--- config.mk ---
export PLATFORM = sky130hd
export DESIGN_NAME = adcf_status
export DESIGN_NICKNAME = d
export VERILOG_FILES = /design/src/rtl/adcf_pkg.sv /design/src/rtl/adcf_flag.sv /design/src/rtl/adcf_status.sv
export SDC_FILE = /design/constraint.sdc
export NUM_CORES = 1
export LEC_CHECK = 0
export BUFFER_PORTS_ARGS = -buffer_cell sky130_fd_sc_hd__buf_4
export CAP_MARGIN = 40
export CORE_MARGIN = 1.5
export CORE_UTILIZATION = 51
export CTS_BUF_LIST = sky130_fd_sc_hd__clkbuf_16
export DETAILED_ROUTE_END_ITERATION = 10
export GPL_TIMING_DRIVEN = 0
export HOLD_SLACK_MARGIN = 0.1
export PLACE_DENSITY_LB_ADDON = 0.08
export SETUP_SLACK_MARGIN = 0.3
export SLEW_MARGIN = 20
export SYNTH_ARGS = -nofsm -noshare
export SYNTH_HDL_FRONTEND = slang
export SYNTH_SLANG_ARGS = --single-unit
--- constraint.sdc ---
create_clock -name ref_clk -period 3.1 [get_ports ref_clk]
set_clock_uncertainty 0.05 [all_clocks]
set_input_delay 0.62 -clock ref_clk [delete_from_list [all_inputs] [get_ports ref_clk]]
set_output_delay 0.62 -clock ref_clk [all_outputs]
set_load 0.03 [all_outputs]
--- src/rtl/adcf_pkg.sv ---
// constants, types and register map of the converter status-flag block
// Notes on behaviour
// - only last-result read clears data ready
// - stored result updates channel, last, data ready
// - channel or last-result read clears done flag
// - stored result with data ready sets overrun
// - status read clears global overrun, set wins
// - stored channel result with done active sets overrun
// - status read clears channel overruns
// - disabled channel never raises its done flag
// - channel read clears only that done flag
// - disabling other channel keeps data ready rise
// - result read never hides global overrun set
// - unstored conversion never sets data ready
// - sleep starts only at a conversion end
package adcf_pkg;
   localparam int NCH = 4;               // converter channels
   localparam int RES_W = 10;            // result width
   // register byte offsets
   localparam logic [7:0] OFS_CTRL = 8'h00;    // write: start bit
   localparam logic [7:0] OFS_MODE = 8'h04;    // sleep selection
   localparam logic [7:0] OFS_CHEN = 8'h10;    // write ones to enable
   localparam logic [7:0] OFS_CHDIS = 8'h14;   // write ones to disable
   localparam logic [7:0] OFS_CHSTAT = 8'h18;  // enabled channels
   localparam logic [7:0] OFS_STATUS = 8'h1C;  // flags, read clears overruns
   localparam logic [7:0] OFS_LAST = 8'h20;    // last_result_register
   localparam logic [7:0] OFS_EVENT = 8'h28;   // sticky events, write one clears
   localparam logic [7:0] OFS_MASK = 8'h2C;    // interrupt mask
   localparam logic [7:0] OFS_RES0 = 8'h30;    // channel_result_reg_n, 4 words
   // field positions
   localparam int CTRL_START = 0;
   localparam int MODE_SLEEP = 0;
   localparam int ST_DONE = 0;           // done flags [3:0]
   localparam int ST_OVR = 8;            // channel overruns [11:8]
   localparam int ST_DATA_READY_FLAG = 16;
   localparam int ST_GOVR = 17;
   localparam int ST_BUSY = 18;
   localparam int ST_SLEEP = 19;
   localparam int LAST_CH = 12;          // channel tag [13:12]
   localparam int EV_W = 4;
   localparam int EV_STORE = 0;
   localparam int EV_GOVR = 1;
   localparam int EV_OVR = 2;
   localparam int EV_SLEEP = 3;
   // reset values
   localparam logic [NCH-1:0] CHEN_RST = 4'h0;
   localparam logic [EV_W-1:0] MASK_RST = 4'h0;
   // conversion timing
   localparam int CLK_PERIOD_PS = 25000;
   localparam int CONV_TIME_NS = 2000;   // one conversion
   localparam int CONV_CYC = (CONV_TIME_NS * 1000 + CLK_PERIOD_PS - 1) / CLK_PERIOD_PS;
   localparam int CNT_W = 8;
   typedef enum logic [0:0] {
      SEQ_IDLE = 1'b0,
      SEQ_CONV = 1'b1
   } adcf_seq_t;
   // captured address phase of a bus transfer
   typedef struct packed {
      logic vld;
      logic wr;
      logic [7:0] addr;
   } adcf_aphase_t;
endpackage : adcf_pkg

--- src/rtl/adcf_flag.sv ---
// sticky flag with a set that wins over a clear
`timescale 1ns/1ps
module adcf_flag (
   input wire logic clk,     // block clock
   input wire logic rst,     // synchronous reset, high
   input wire logic setEv,   // event that raises the flag
   input wire logic clrEv,   // read or write that clears it
   output logic flag         // flag state
);
   logic flag_q;
   logic flag_d;

   // set beats clear, so an event in the clearing cycle survives
   always_comb begin
      flag_d = setEv | (flag_q & ~clrEv);
   end

   // flag register
   always_ff @(posedge clk) begin
      if (rst) begin
         flag_q <= 1'b0;
      end else begin
         flag_q <= flag_d;
      end
   end

   assign flag = flag_q;
endmodule : adcf_flag

--- src/rtl/adcf_status.sv ---
// converter status flags, result registers, sequencer and bus slave
//
// Chosen here: the register offsets and the AHB-Lite interface to the registers.
`timescale 1ns/1ps
module adcf_status (
   input wire logic ref_clk,              // 40 MHz clock
   input wire logic srst,                 // synchronous reset, high
   input wire logic hsel,                 // slave select
   input wire logic [31:0] haddr,         // byte address
   input wire logic [1:0] htrans,         // transfer type
   input wire logic hwrite,               // write when high
   input wire logic [2:0] hsize,          // word writes only, reads any size
   input wire logic hready,               // bus ready
   input wire logic [31:0] hwdata,        // write data
   output logic [31:0] hrdata,            // read data
   output logic hreadyout,                // always ready
   output logic hresp,                    // always okay
   input wire logic [9:0] anaResult,      // digital word from the analog core
   output logic [1:0] anaChannel,         // channel being converted
   output logic anaSleep,                 // analog core powered down
   output logic irq                       // level interrupt
);
   localparam int N = adcf_pkg::NCH;

   // bus state
   adcf_pkg::adcf_aphase_t aph_q;         // pending data phase
   logic [31:0] hrdata_q;                 // registered read data
   logic rdEn;                            // read taken this cycle
   logic [7:0] rdAddr;                    // read byte address
   logic wrEn;                            // write data phase
   logic [31:0] rdMux;                    // read value

   // configuration and results
   logic sleepSel_q;                      // sleep selection
   logic [N-1:0] chanEn_q;                // enabled channels
   logic [adcf_pkg::EV_W-1:0] mask_q;     // interrupt mask
   logic [adcf_pkg::EV_W-1:0] evt_q;      // sticky events
   logic [adcf_pkg::EV_W-1:0] evtSet;     // event sources
   logic [9:0] chanRes_q [N];             // per-channel results
   logic [9:0] lastRes_q;                 // last stored result
   logic [1:0] lastCh_q;                  // its channel

   // sequencer
   adcf_pkg::adcf_seq_t seq_q;
   logic [adcf_pkg::CNT_W-1:0] cnt_q;     // cycles left in conversion
   logic [1:0] curCh_q;                   // channel being converted
   logic sleep_q;                         // core asleep
   logic startWr;                         // start command
   logic endEv;                           // conversion ends now
   logic stored;                          // its result is kept
   logic nxtFound;                        // another enabled channel follows
   logic [1:0] nxtCh;                     // which one
   logic firstFound;                      // any channel enabled
   logic [1:0] firstCh;                   // lowest enabled

   // flag events
   logic [N-1:0] doneQ, ovrQ;             // flag states
   logic [N-1:0] doneSet, doneClr;
   logic [N-1:0] ovrSet;
   logic [N-1:0] resRdMask;               // channel result reads
   logic [N-1:0] lastRdMask;              // done flag behind the last result
   logic drdyQ, govrQ;
   logic drdySet, govrSet;
   logic lastRd, statRd;

   // find the lowest enabled channel above a given one
   function automatic logic [2:0] pickNext(input logic [N-1:0] en, input int from);
      logic [2:0] r;
      r = 3'h0;
      for (int i = N - 1; i >= 0; i--) begin
         if (i > from && en[i]) begin
            r = {1'b1, 2'(i)};
         end
      end
      return r;
   endfunction : pickNext

   // ---------------- bus slave ----------------
   assign hreadyout = 1'b1;
   assign hresp = 1'b0;
   assign hrdata = hrdata_q;
   assign rdEn = hsel & htrans[1] & hready & ~hwrite;
   assign rdAddr = haddr[7:0];
   assign wrEn = aph_q.vld & aph_q.wr;

   // capture address phase of each transfer
   always_ff @(posedge ref_clk) begin
      if (srst) begin
         aph_q <= '0;
      end else if (hready) begin
         aph_q.vld <= hsel & htrans[1] & (hsize == 3'h2);
         aph_q.wr <= hwrite;
         aph_q.addr <= {haddr[7:2], 2'h0};
      end
   end

   // read value, chosen in the address phase
   always_comb begin
      rdMux = 32'h0000_0000;
      unique case (rdAddr)
         adcf_pkg::OFS_MODE: rdMux[adcf_pkg::MODE_SLEEP] = sleepSel_q;
         adcf_pkg::OFS_CHSTAT: rdMux[N-1:0] = chanEn_q;
         adcf_pkg::OFS_STATUS: begin
            rdMux[adcf_pkg::ST_DONE +: N] = doneQ;
            rdMux[adcf_pkg::ST_OVR +: N] = ovrQ;
            rdMux[adcf_pkg::ST_DATA_READY_FLAG] = drdyQ;
            rdMux[adcf_pkg::ST_GOVR] = govrQ;
            rdMux[adcf_pkg::ST_BUSY] = seq_q == adcf_pkg::SEQ_CONV;
            rdMux[adcf_pkg::ST_SLEEP] = sleep_q;
         end
         adcf_pkg::OFS_LAST: begin
            rdMux[9:0] = lastRes_q;
            rdMux[adcf_pkg::LAST_CH +: 2] = lastCh_q;
         end
         adcf_pkg::OFS_EVENT: rdMux[adcf_pkg::EV_W-1:0] = evt_q;
         adcf_pkg::OFS_MASK: rdMux[adcf_pkg::EV_W-1:0] = mask_q;
         default: begin
            for (int i = 0; i < N; i++) begin
               if (rdAddr == adcf_pkg::OFS_RES0 + 8'(4 * i)) begin
                  rdMux[9:0] = chanRes_q[i];
               end
            end
         end
      endcase
   end

   // read data register, unmapped words read zero
   always_ff @(posedge ref_clk) begin
      if (srst) begin
         hrdata_q <= 32'h0000_0000;
      end else if (rdEn) begin
         hrdata_q <= rdMux;
      end
   end

   // read strobes that clear flags
   always_comb begin
      resRdMask = '0;
      for (int i = 0; i < N; i++) begin
         resRdMask[i] = rdEn && rdAddr == adcf_pkg::OFS_RES0 + 8'(4 * i);
      end
      lastRd = rdEn && rdAddr == adcf_pkg::OFS_LAST;
      statRd = rdEn && rdAddr == adcf_pkg::OFS_STATUS;
      lastRdMask = '0;
      lastRdMask[lastCh_q] = lastRd;
   end

   // ---------------- configuration ----------------
   assign startWr = wrEn && aph_q.addr == adcf_pkg::OFS_CTRL && hwdata[adcf_pkg::CTRL_START];

   // mode, channel enables and mask
   always_ff @(posedge ref_clk) begin
      if (srst) begin
         sleepSel_q <= 1'b0;
         chanEn_q <= adcf_pkg::CHEN_RST;
         mask_q <= adcf_pkg::MASK_RST;
      end else if (wrEn) begin
         unique case (aph_q.addr)
            adcf_pkg::OFS_MODE: sleepSel_q <= hwdata[adcf_pkg::MODE_SLEEP];
            adcf_pkg::OFS_CHEN: chanEn_q <= chanEn_q | hwdata[N-1:0];
            adcf_pkg::OFS_CHDIS: chanEn_q <= chanEn_q & ~hwdata[N-1:0];
            adcf_pkg::OFS_MASK: mask_q <= hwdata[adcf_pkg::EV_W-1:0];
            default: ;
         endcase
      end
   end

   // ---------------- sequencer ----------------
   assign endEv = seq_q == adcf_pkg::SEQ_CONV && cnt_q == '0;
   assign stored = endEv & chanEn_q[curCh_q];
   assign {nxtFound, nxtCh} = pickNext(chanEn_q, int'(curCh_q));
   assign {firstFound, firstCh} = pickNext(chanEn_q, -1);
   assign anaChannel = curCh_q;
   assign anaSleep = sleep_q;

   // scan enabled channels upward after a start command
   always_ff @(posedge ref_clk) begin
      if (srst) begin
         seq_q <= adcf_pkg::SEQ_IDLE;
         cnt_q <= '0;
         curCh_q <= 2'h0;
      end else if (startWr && firstFound) begin
         seq_q <= adcf_pkg::SEQ_CONV;
         cnt_q <= adcf_pkg::CNT_W'(adcf_pkg::CONV_CYC - 1);
         curCh_q <= firstCh;
      end else if (endEv) begin
         cnt_q <= adcf_pkg::CNT_W'(adcf_pkg::CONV_CYC - 1);
         curCh_q <= nxtFound ? nxtCh : curCh_q;
         seq_q <= nxtFound ? adcf_pkg::SEQ_CONV : adcf_pkg::SEQ_IDLE;
      end else if (seq_q == adcf_pkg::SEQ_CONV) begin
         cnt_q <= cnt_q - 1'b1;
      end
   end

   // sleep is entered only when a conversion ends
   always_ff @(posedge ref_clk) begin
      if (srst) begin
         sleep_q <= 1'b0;
      end else if (startWr) begin
         sleep_q <= 1'b0;
      end else if (endEv && !nxtFound && sleepSel_q) begin
         sleep_q <= 1'b1;
      end
   end

   // ---------------- results ----------------
   // stored data goes to its channel word and to the last word
   always_ff @(posedge ref_clk) begin
      if (srst) begin
         lastRes_q <= '0;
         lastCh_q <= 2'h0;
         for (int i = 0; i < N; i++) begin
            chanRes_q[i] <= '0;
         end
      end else if (stored) begin
         chanRes_q[curCh_q] <= anaResult;
         lastRes_q <= anaResult;
         lastCh_q <= curCh_q;
      end
   end

   // ---------------- flags ----------------
   always_comb begin
      doneSet = '0;
      doneSet[curCh_q] = stored;
      doneClr = resRdMask | lastRdMask;
      ovrSet = doneSet & doneQ;
      drdySet = stored;
      govrSet = stored & drdyQ;
   end

   // per-channel done and overrun flags
   for (genvar g = 0; g < N; g++) begin : g_chan
      adcf_flag u_done (
         .clk(ref_clk),
         .rst(srst),
         .setEv(doneSet[g]),
         .clrEv(doneClr[g]),
         .flag(doneQ[g])
      );
      adcf_flag u_ovr (
         .clk(ref_clk),
         .rst(srst),
         .setEv(ovrSet[g]),
         .clrEv(statRd),
         .flag(ovrQ[g])
      );
   end

   // data ready, cleared by the last-result read only
   adcf_flag u_data_ready_flag (
      .clk(ref_clk),
      .rst(srst),
      .setEv(drdySet),
      .clrEv(lastRd),
      .flag(drdyQ)
   );

   // global overrun, cleared by a status read
   adcf_flag u_govr (
      .clk(ref_clk),
      .rst(srst),
      .setEv(govrSet),
      .clrEv(statRd),
      .flag(govrQ)
   );

   // ---------------- interrupts ----------------
   always_comb begin
      evtSet = '0;
      evtSet[adcf_pkg::EV_STORE] = drdySet;
      evtSet[adcf_pkg::EV_GOVR] = govrSet;
      evtSet[adcf_pkg::EV_OVR] = |ovrSet;
      evtSet[adcf_pkg::EV_SLEEP] = endEv && !nxtFound && sleepSel_q && !startWr;
   end

   // sticky events, write one to clear, new event wins
   always_ff @(posedge ref_clk) begin
      if (srst) begin
         evt_q <= '0;
      end else if (wrEn && aph_q.addr == adcf_pkg::OFS_EVENT) begin
         evt_q <= evtSet | (evt_q & ~hwdata[adcf_pkg::EV_W-1:0]);
      end else begin
         evt_q <= evtSet | evt_q;
      end
   end

   assign irq = |(evt_q & mask_q);
endmodule : adcf_status

---- Word level (Yosys, flattened, before mapping) ----
Memories as Yosys holds them, arrays and structs flattened.
Index checks and enable logic that the tools add are counted.
storage, ports and cells
  flip-flop bits (word level) ............. 73
  bits in latches ......................... 0
  bits in writable memories ............... 40
  memory bits (read-only) ................. 0
  input bits .............................. 84
  logic and storage cells ................. 176
  memories kept ........................... 1
operators by class
  add/subtract/negate cells ............... 1
  multiply operators ...................... 0
  div/mod/pow operators ................... 0
  magnitude comparators ................... 7
  equality and inequality tests ........... 16
  shift-type cells ........................ 0
  multiplexer cells ....................... 43
  bitwise logic cells ..................... 45
  reduce and logical (&&, ||, !) cells .... 38
memories
  memory     depth  width  rd ports  clocked after memory_dff  write ports  line               text
  chanRes_q  4      10     4         0                         4            adcf_status.sv:39  logic [9:0] chanRes_q [N];
operators by type and width
  cell                                                                    count
  8-bit by 6-bit equality test with 1-bit output (second input constant)  7
  10-bit 2-to-1 mux                                                       5
  4-bit bitwise AND                                                       6
  3-bit 2-to-1 mux                                                        7
  7-bit 2-to-1 mux                                                        3
  1-bit logical AND                                                       19
  3-bit one-hot mux with 6 select lines                                   1
  1-bit bitwise AND                                                       17
  8-bit by 5-bit equality test with 1-bit output (second input constant)  2
  8-bit logical NOT                                                       2
  4-bit OR                                                                4
  4-bit one-hot mux with 2 select lines                                   2
  6-bit by 3-bit equality test with 1-bit output (second input constant)  2
  6-bit by 4-bit equality test with 1-bit output (second input constant)  2
  1-bit 2-to-1 mux                                                        12
  2-bit 2-to-1 mux                                                        6
  4-bit OR reduction                                                      3
  1-bit OR                                                                10
  10-bit OR reduction                                                     1
  8-bit by 3-bit equality test with 1-bit output (second input constant)  1
  4-bit 2-to-1 mux                                                        2
  2-bit AND reduction                                                     4
  8-bit by 1-bit subtractor with 8-bit output (second input constant)     1
  1-bit inverter                                                          7
  17 further kinds                                                        24

---- Logic depth before layout (Yosys ltp) ----
  depth in word-level cells ............... 11
  depth in mapped cells ................... 9
  gate-level depth less buffers ........... 7

---- By module ----
Synthesis repeated with hierarchy kept, for this count alone.
unflattened totals
  cell total of the unflattened synthesis .. 565
  area total of the unflattened synthesis .. 5,451.5 um^2
by module, submodules not included
  module       instances  cells an instance  area each (um^2)  seq. area each (um^2)
  adcf_status  1          525                5,063.6           2,462.4
  adcf_flag    10         4                  38.8              20.0

---- Worst setup path after synthesis ----
No wires, ideal clock.
  path kind ............................... register to register
  start ................................... register curCh_q[1] (netlist: anaChannel[1])
  end ..................................... memory chanRes_q[3][0], enable pin
  library setup time ...................... 317 ps
  arrival time ............................ 1,748 ps
  required time ........................... 2,733 ps
  setup slack ............................. 985 ps
  stages on the path, launching flop included .. 6
  path through ............................ dfxtp_1 -> mux4_2 -> and2_1 -> buf_2 -> nand3_1 -> nand2_1
RTL lines
  what                    line                text
  from (decl)             adcf_status.sv:46   logic [1:0] curCh_q;
  from (signal assigned)  adcf_status.sv:185  curCh_q <= firstCh;
  from (signal assigned)  adcf_status.sv:188  curCh_q <= nxtFound ? nxtCh : curCh_q;
  to (decl)               adcf_status.sv:39

==> metrics.yaml <==
synth.cell_area_mm2: 0.00534
synth_commonest_cells: "73 x dfxtp_1, 58 x nand2_1, 55 x a21oi_1"
cts_resized: 0
ys.flop_type: "dfxtp_1"
htreeDepth: 4
synth_edf_count: 40
p_leak_nw: 2.54
drive_gt1_share_pct: 21.7
placementRows: 37
root_buffer: "clkbuf_16"
drt_iter0_drc: 213
final_antenna_net_count: 0
cp_cell_sequence: "inv_1, ha_1, and3b_2, and3_1, and2_1, buf_2, nand3_1, nand2_1"
yosys.area.top_type: "dfxtp_1"
power_density_mw_per_mm2: 578
port_buffers: 50
routed_wl_um: 14000
synth-xor-area-share_pct: 0.819
cts_made_buffers: 17
post-cts-setup-buffers: 0
setup_slack_ns: 0.584
crit_path_start_kind: "register"
hp-start: "g_chan[2].u_ovr.flag$_SDFF_PP0_"
gp_congestion: 0.901
via_per_inst: 5.56
boundaryPins: 122
critPathKind: "register to register"
die_area_mm2: 0.0111
fin_nets: 702
grt_overflow: 0
r2r_start: "cnt_q[0]$_SDFFE_PP0P_"
drc_errors: 0
fp.dieH_um: 105
wl_per_cell_um: 18.3
first_global_vias: 4142
min_path_type: "register to register"
grt_usage_pct: 27.1
final_max_slew_viol_count: 0
required_ns: 3.09
dieWidth_um: 105
synth_top_area_share_pct: 27.3
clk_latency_ns: 0.41
cp_top_family: "simple AND/OR/NAND/NOR gates"
grt_max_degree: 17
cp_max_fo: 10
reg2reg_setup_slack_ns: 0.58
r2r_end: "chanRes_q[3][7]$_DFFE_PP_"
tritoncts: "done"
ys_ff_latch: 113
worst_pin_slew_ns: 0.708
antenna_cells: 0
drt_pre_antenna_iters: 5
synth-simple-area-share_pct: 22.6
fp.coreArea_mm2: 0.0102
via_count: 4261
status: "finished, final reports clean"
place_hpwl_um: 9800
synth-compound-area-share_pct: 11.7
clk_path_buf_depth: 2
fin_setup_tns_ns: 0
slowest_stage: "nand2_1"
initial_utilization_pct: 52.2
grt_first_pass_wirelength_um: 22500
post_synth_fa_ha_maj_area_fraction_pct: 0.234
critical-path-max-stage-delay_ns: 0.52
rr_worst_depth: 8
setup_viol: 0
fin_crit_sh_pct: 81.2
whs_endpoint: "g_chan[2].u_ovr.flag$_SDFF_PP0_"
ir_drop_mv: 0.477
async_flop_share_pct: 0
ys_warn_count: 0
antenna_found_initial: 0
muxShareOfSynthArea_pct: 8.66
syn_inst: 534
finalCriticalPeriod_ns: 2.52
path_buf_inv: 2
dp_slack_ns: 0.659
hold_viol_final: 0
slew_headroom_pct: 52.8
max_freq_mhz: 397
endpoint_kind: "register"
clk_pin_slew_ns: 0.06
holdBufCountCts: 0
seq_area_frac_synth_pct: 49.8
rsz0062_at_grt: "false"
yosysMostFrequentCell: "dfxtp_1"
synth_top_family_by_area: "simple AND/OR/NAND/NOR gates"
area_growth_pct: 22.6
synth_cell_type_count: 56
syn_area_per_cell_um2: 10.0
synthTopCellsByArea: "dfxtp_1 27%, edfxtp_1 22%, a21oi_1 5.2%"
drv_cap: 0
whs_path_depth: 2
cp_data_arrival_time_ns: 2.51
clock_sinks: 113
final cells by class:
| type | instances | area, um2 |
|---|---|---|
| Clock inverter | 15 | 186 |
| Clock buffer | 17 | 425 |
| Inverter | 12 | 45.0 |
| Timing Repair Buffer | 50 | 375 |
| Multi-Input combinational cell | 374 | 2410 |
| Fill cell | 852 | 3680 |
| Sequential cell | 113 | 2660 |
| Tap cell | 136 | 170 |
| Buffer | 49 | 278 |
worst max-delay path by stage:
stage                                     from                         to  slack, ns  depth (start not counted)
global placement         cnt_q[0]$_SDFFE_PP0P_  chanRes_q[3][4]$_DFFE_PP_       0.66                          8
global route             cnt_q[0]$_SDFFE_PP0P_  chanRes_q[3][7]$_DFFE_PP_       0.42                          8
detailed placement       cnt_q[0]$_SDFFE_PP0P_  chanRes_q[3][4]$_DFFE_PP_       0.66                          8
finish                   cnt_q[0]$_SDFFE_PP0P_  chanRes_q[3][7]$_DFFE_PP_       0.58                          8
CTS                      cnt_q[0]$_SDFFE_PP0P_  chanRes_q[3][7]$_DFFE_PP_       0.62                          8
floorplan           anaChannel[1]$_SDFFE_PP0P_  chanRes_q[3][0]$_DFFE_PP_       0.98                          5
report_power, final:
group | switching [mW] | leakage [nW] | internal, mW
clock | 0.730 | 0.297 | 1.27
combinational | 0.134 | 1.24 | 0.0829
sequential | 0.0119 | 1.00 | 1.56
total | 0.877 | 2.54 | 2.91
logic make-up after synthesis:
family / count (synthesis)
other: 2
and+or+nand+nor: 214
buffers and inverters: 61
adders and majority gates: 1
muxes: 31
xor gates and xnor gates: 5
AOI/OAI and AO/OA: 107
DFF: 113
metal layers:
layer / global-route usage (%) / part of all wire, % / up-vias / wire length, um
met1: 35.0 / 44 / 2055 / 6130
met3: 6.06 / 5.2 / 33 / 725
met5: 0 / 0 / - / 0
met4: 11.6 / 3.6 / 0 / 503
li1: - / - / 2042 / -
met2: 43.7 / 48 / 131 / 6660
through the flow:
stage | instance area, um2 | util (%) | cells | hold WS (ns) | total power [mW]
CTS | 6550 | 64.1 | 766 | 0.405 | 3.80
detailed placement | 5940 | 58.1 | 734 | 0.397 | 1.82
global route | 6550 | 64.1 | 766 | 0.429 | 3.89
global placement | 5940 | 58.1 | 734 | 0.393 | 1.81
finish | 6550 | 64.1 | 766 | 0.402 | 3.79
floorplan | 5400 | - | 548 | 0.382 | 1.73
worst register-to-register path, delay by kind of cell, from the launching register on:
family | cells | cell delay [ns]
simple gates | 5 | 1.32
flops | 1 | 0.33
buf+inv | 2 | 0.27
fa+ha+maj | 1 | 0.17
flip-flops by register name (all words and copies together), names as in the netlist, named ones only:
name	count
anaChannel	2
anaSleep	1
aph_q	8
chanRes_q	40
cnt_q	8
evt_q	4
g_chan.u_done.flag	4
g_chan.u_ovr.flag	4
hrdata	18
lastCh_q	2
lastRes_q	10
mask_q	4
seq_q	1
sleepSel_q	1
u_data_ready_flag.flag	1
u_govr.flag	1
cells in the final DEF (no fill, tap or decap), drive strengths merged, types with 6 or more instances in the layout:
cell type,n
dfxtp,73
o21ai,19
conb,16
mux4,12
a21oi,55
nand2,58
edfxtp,40
nand2b,9
inv,15
clkbuf,35
nor2b,6
a22oi,13
nand3,11
mux2i,17
and2,44
nor2,36
buf,81
nand4,7
nor3,9
clkinv,7
(Power assumes the default switching activity.)
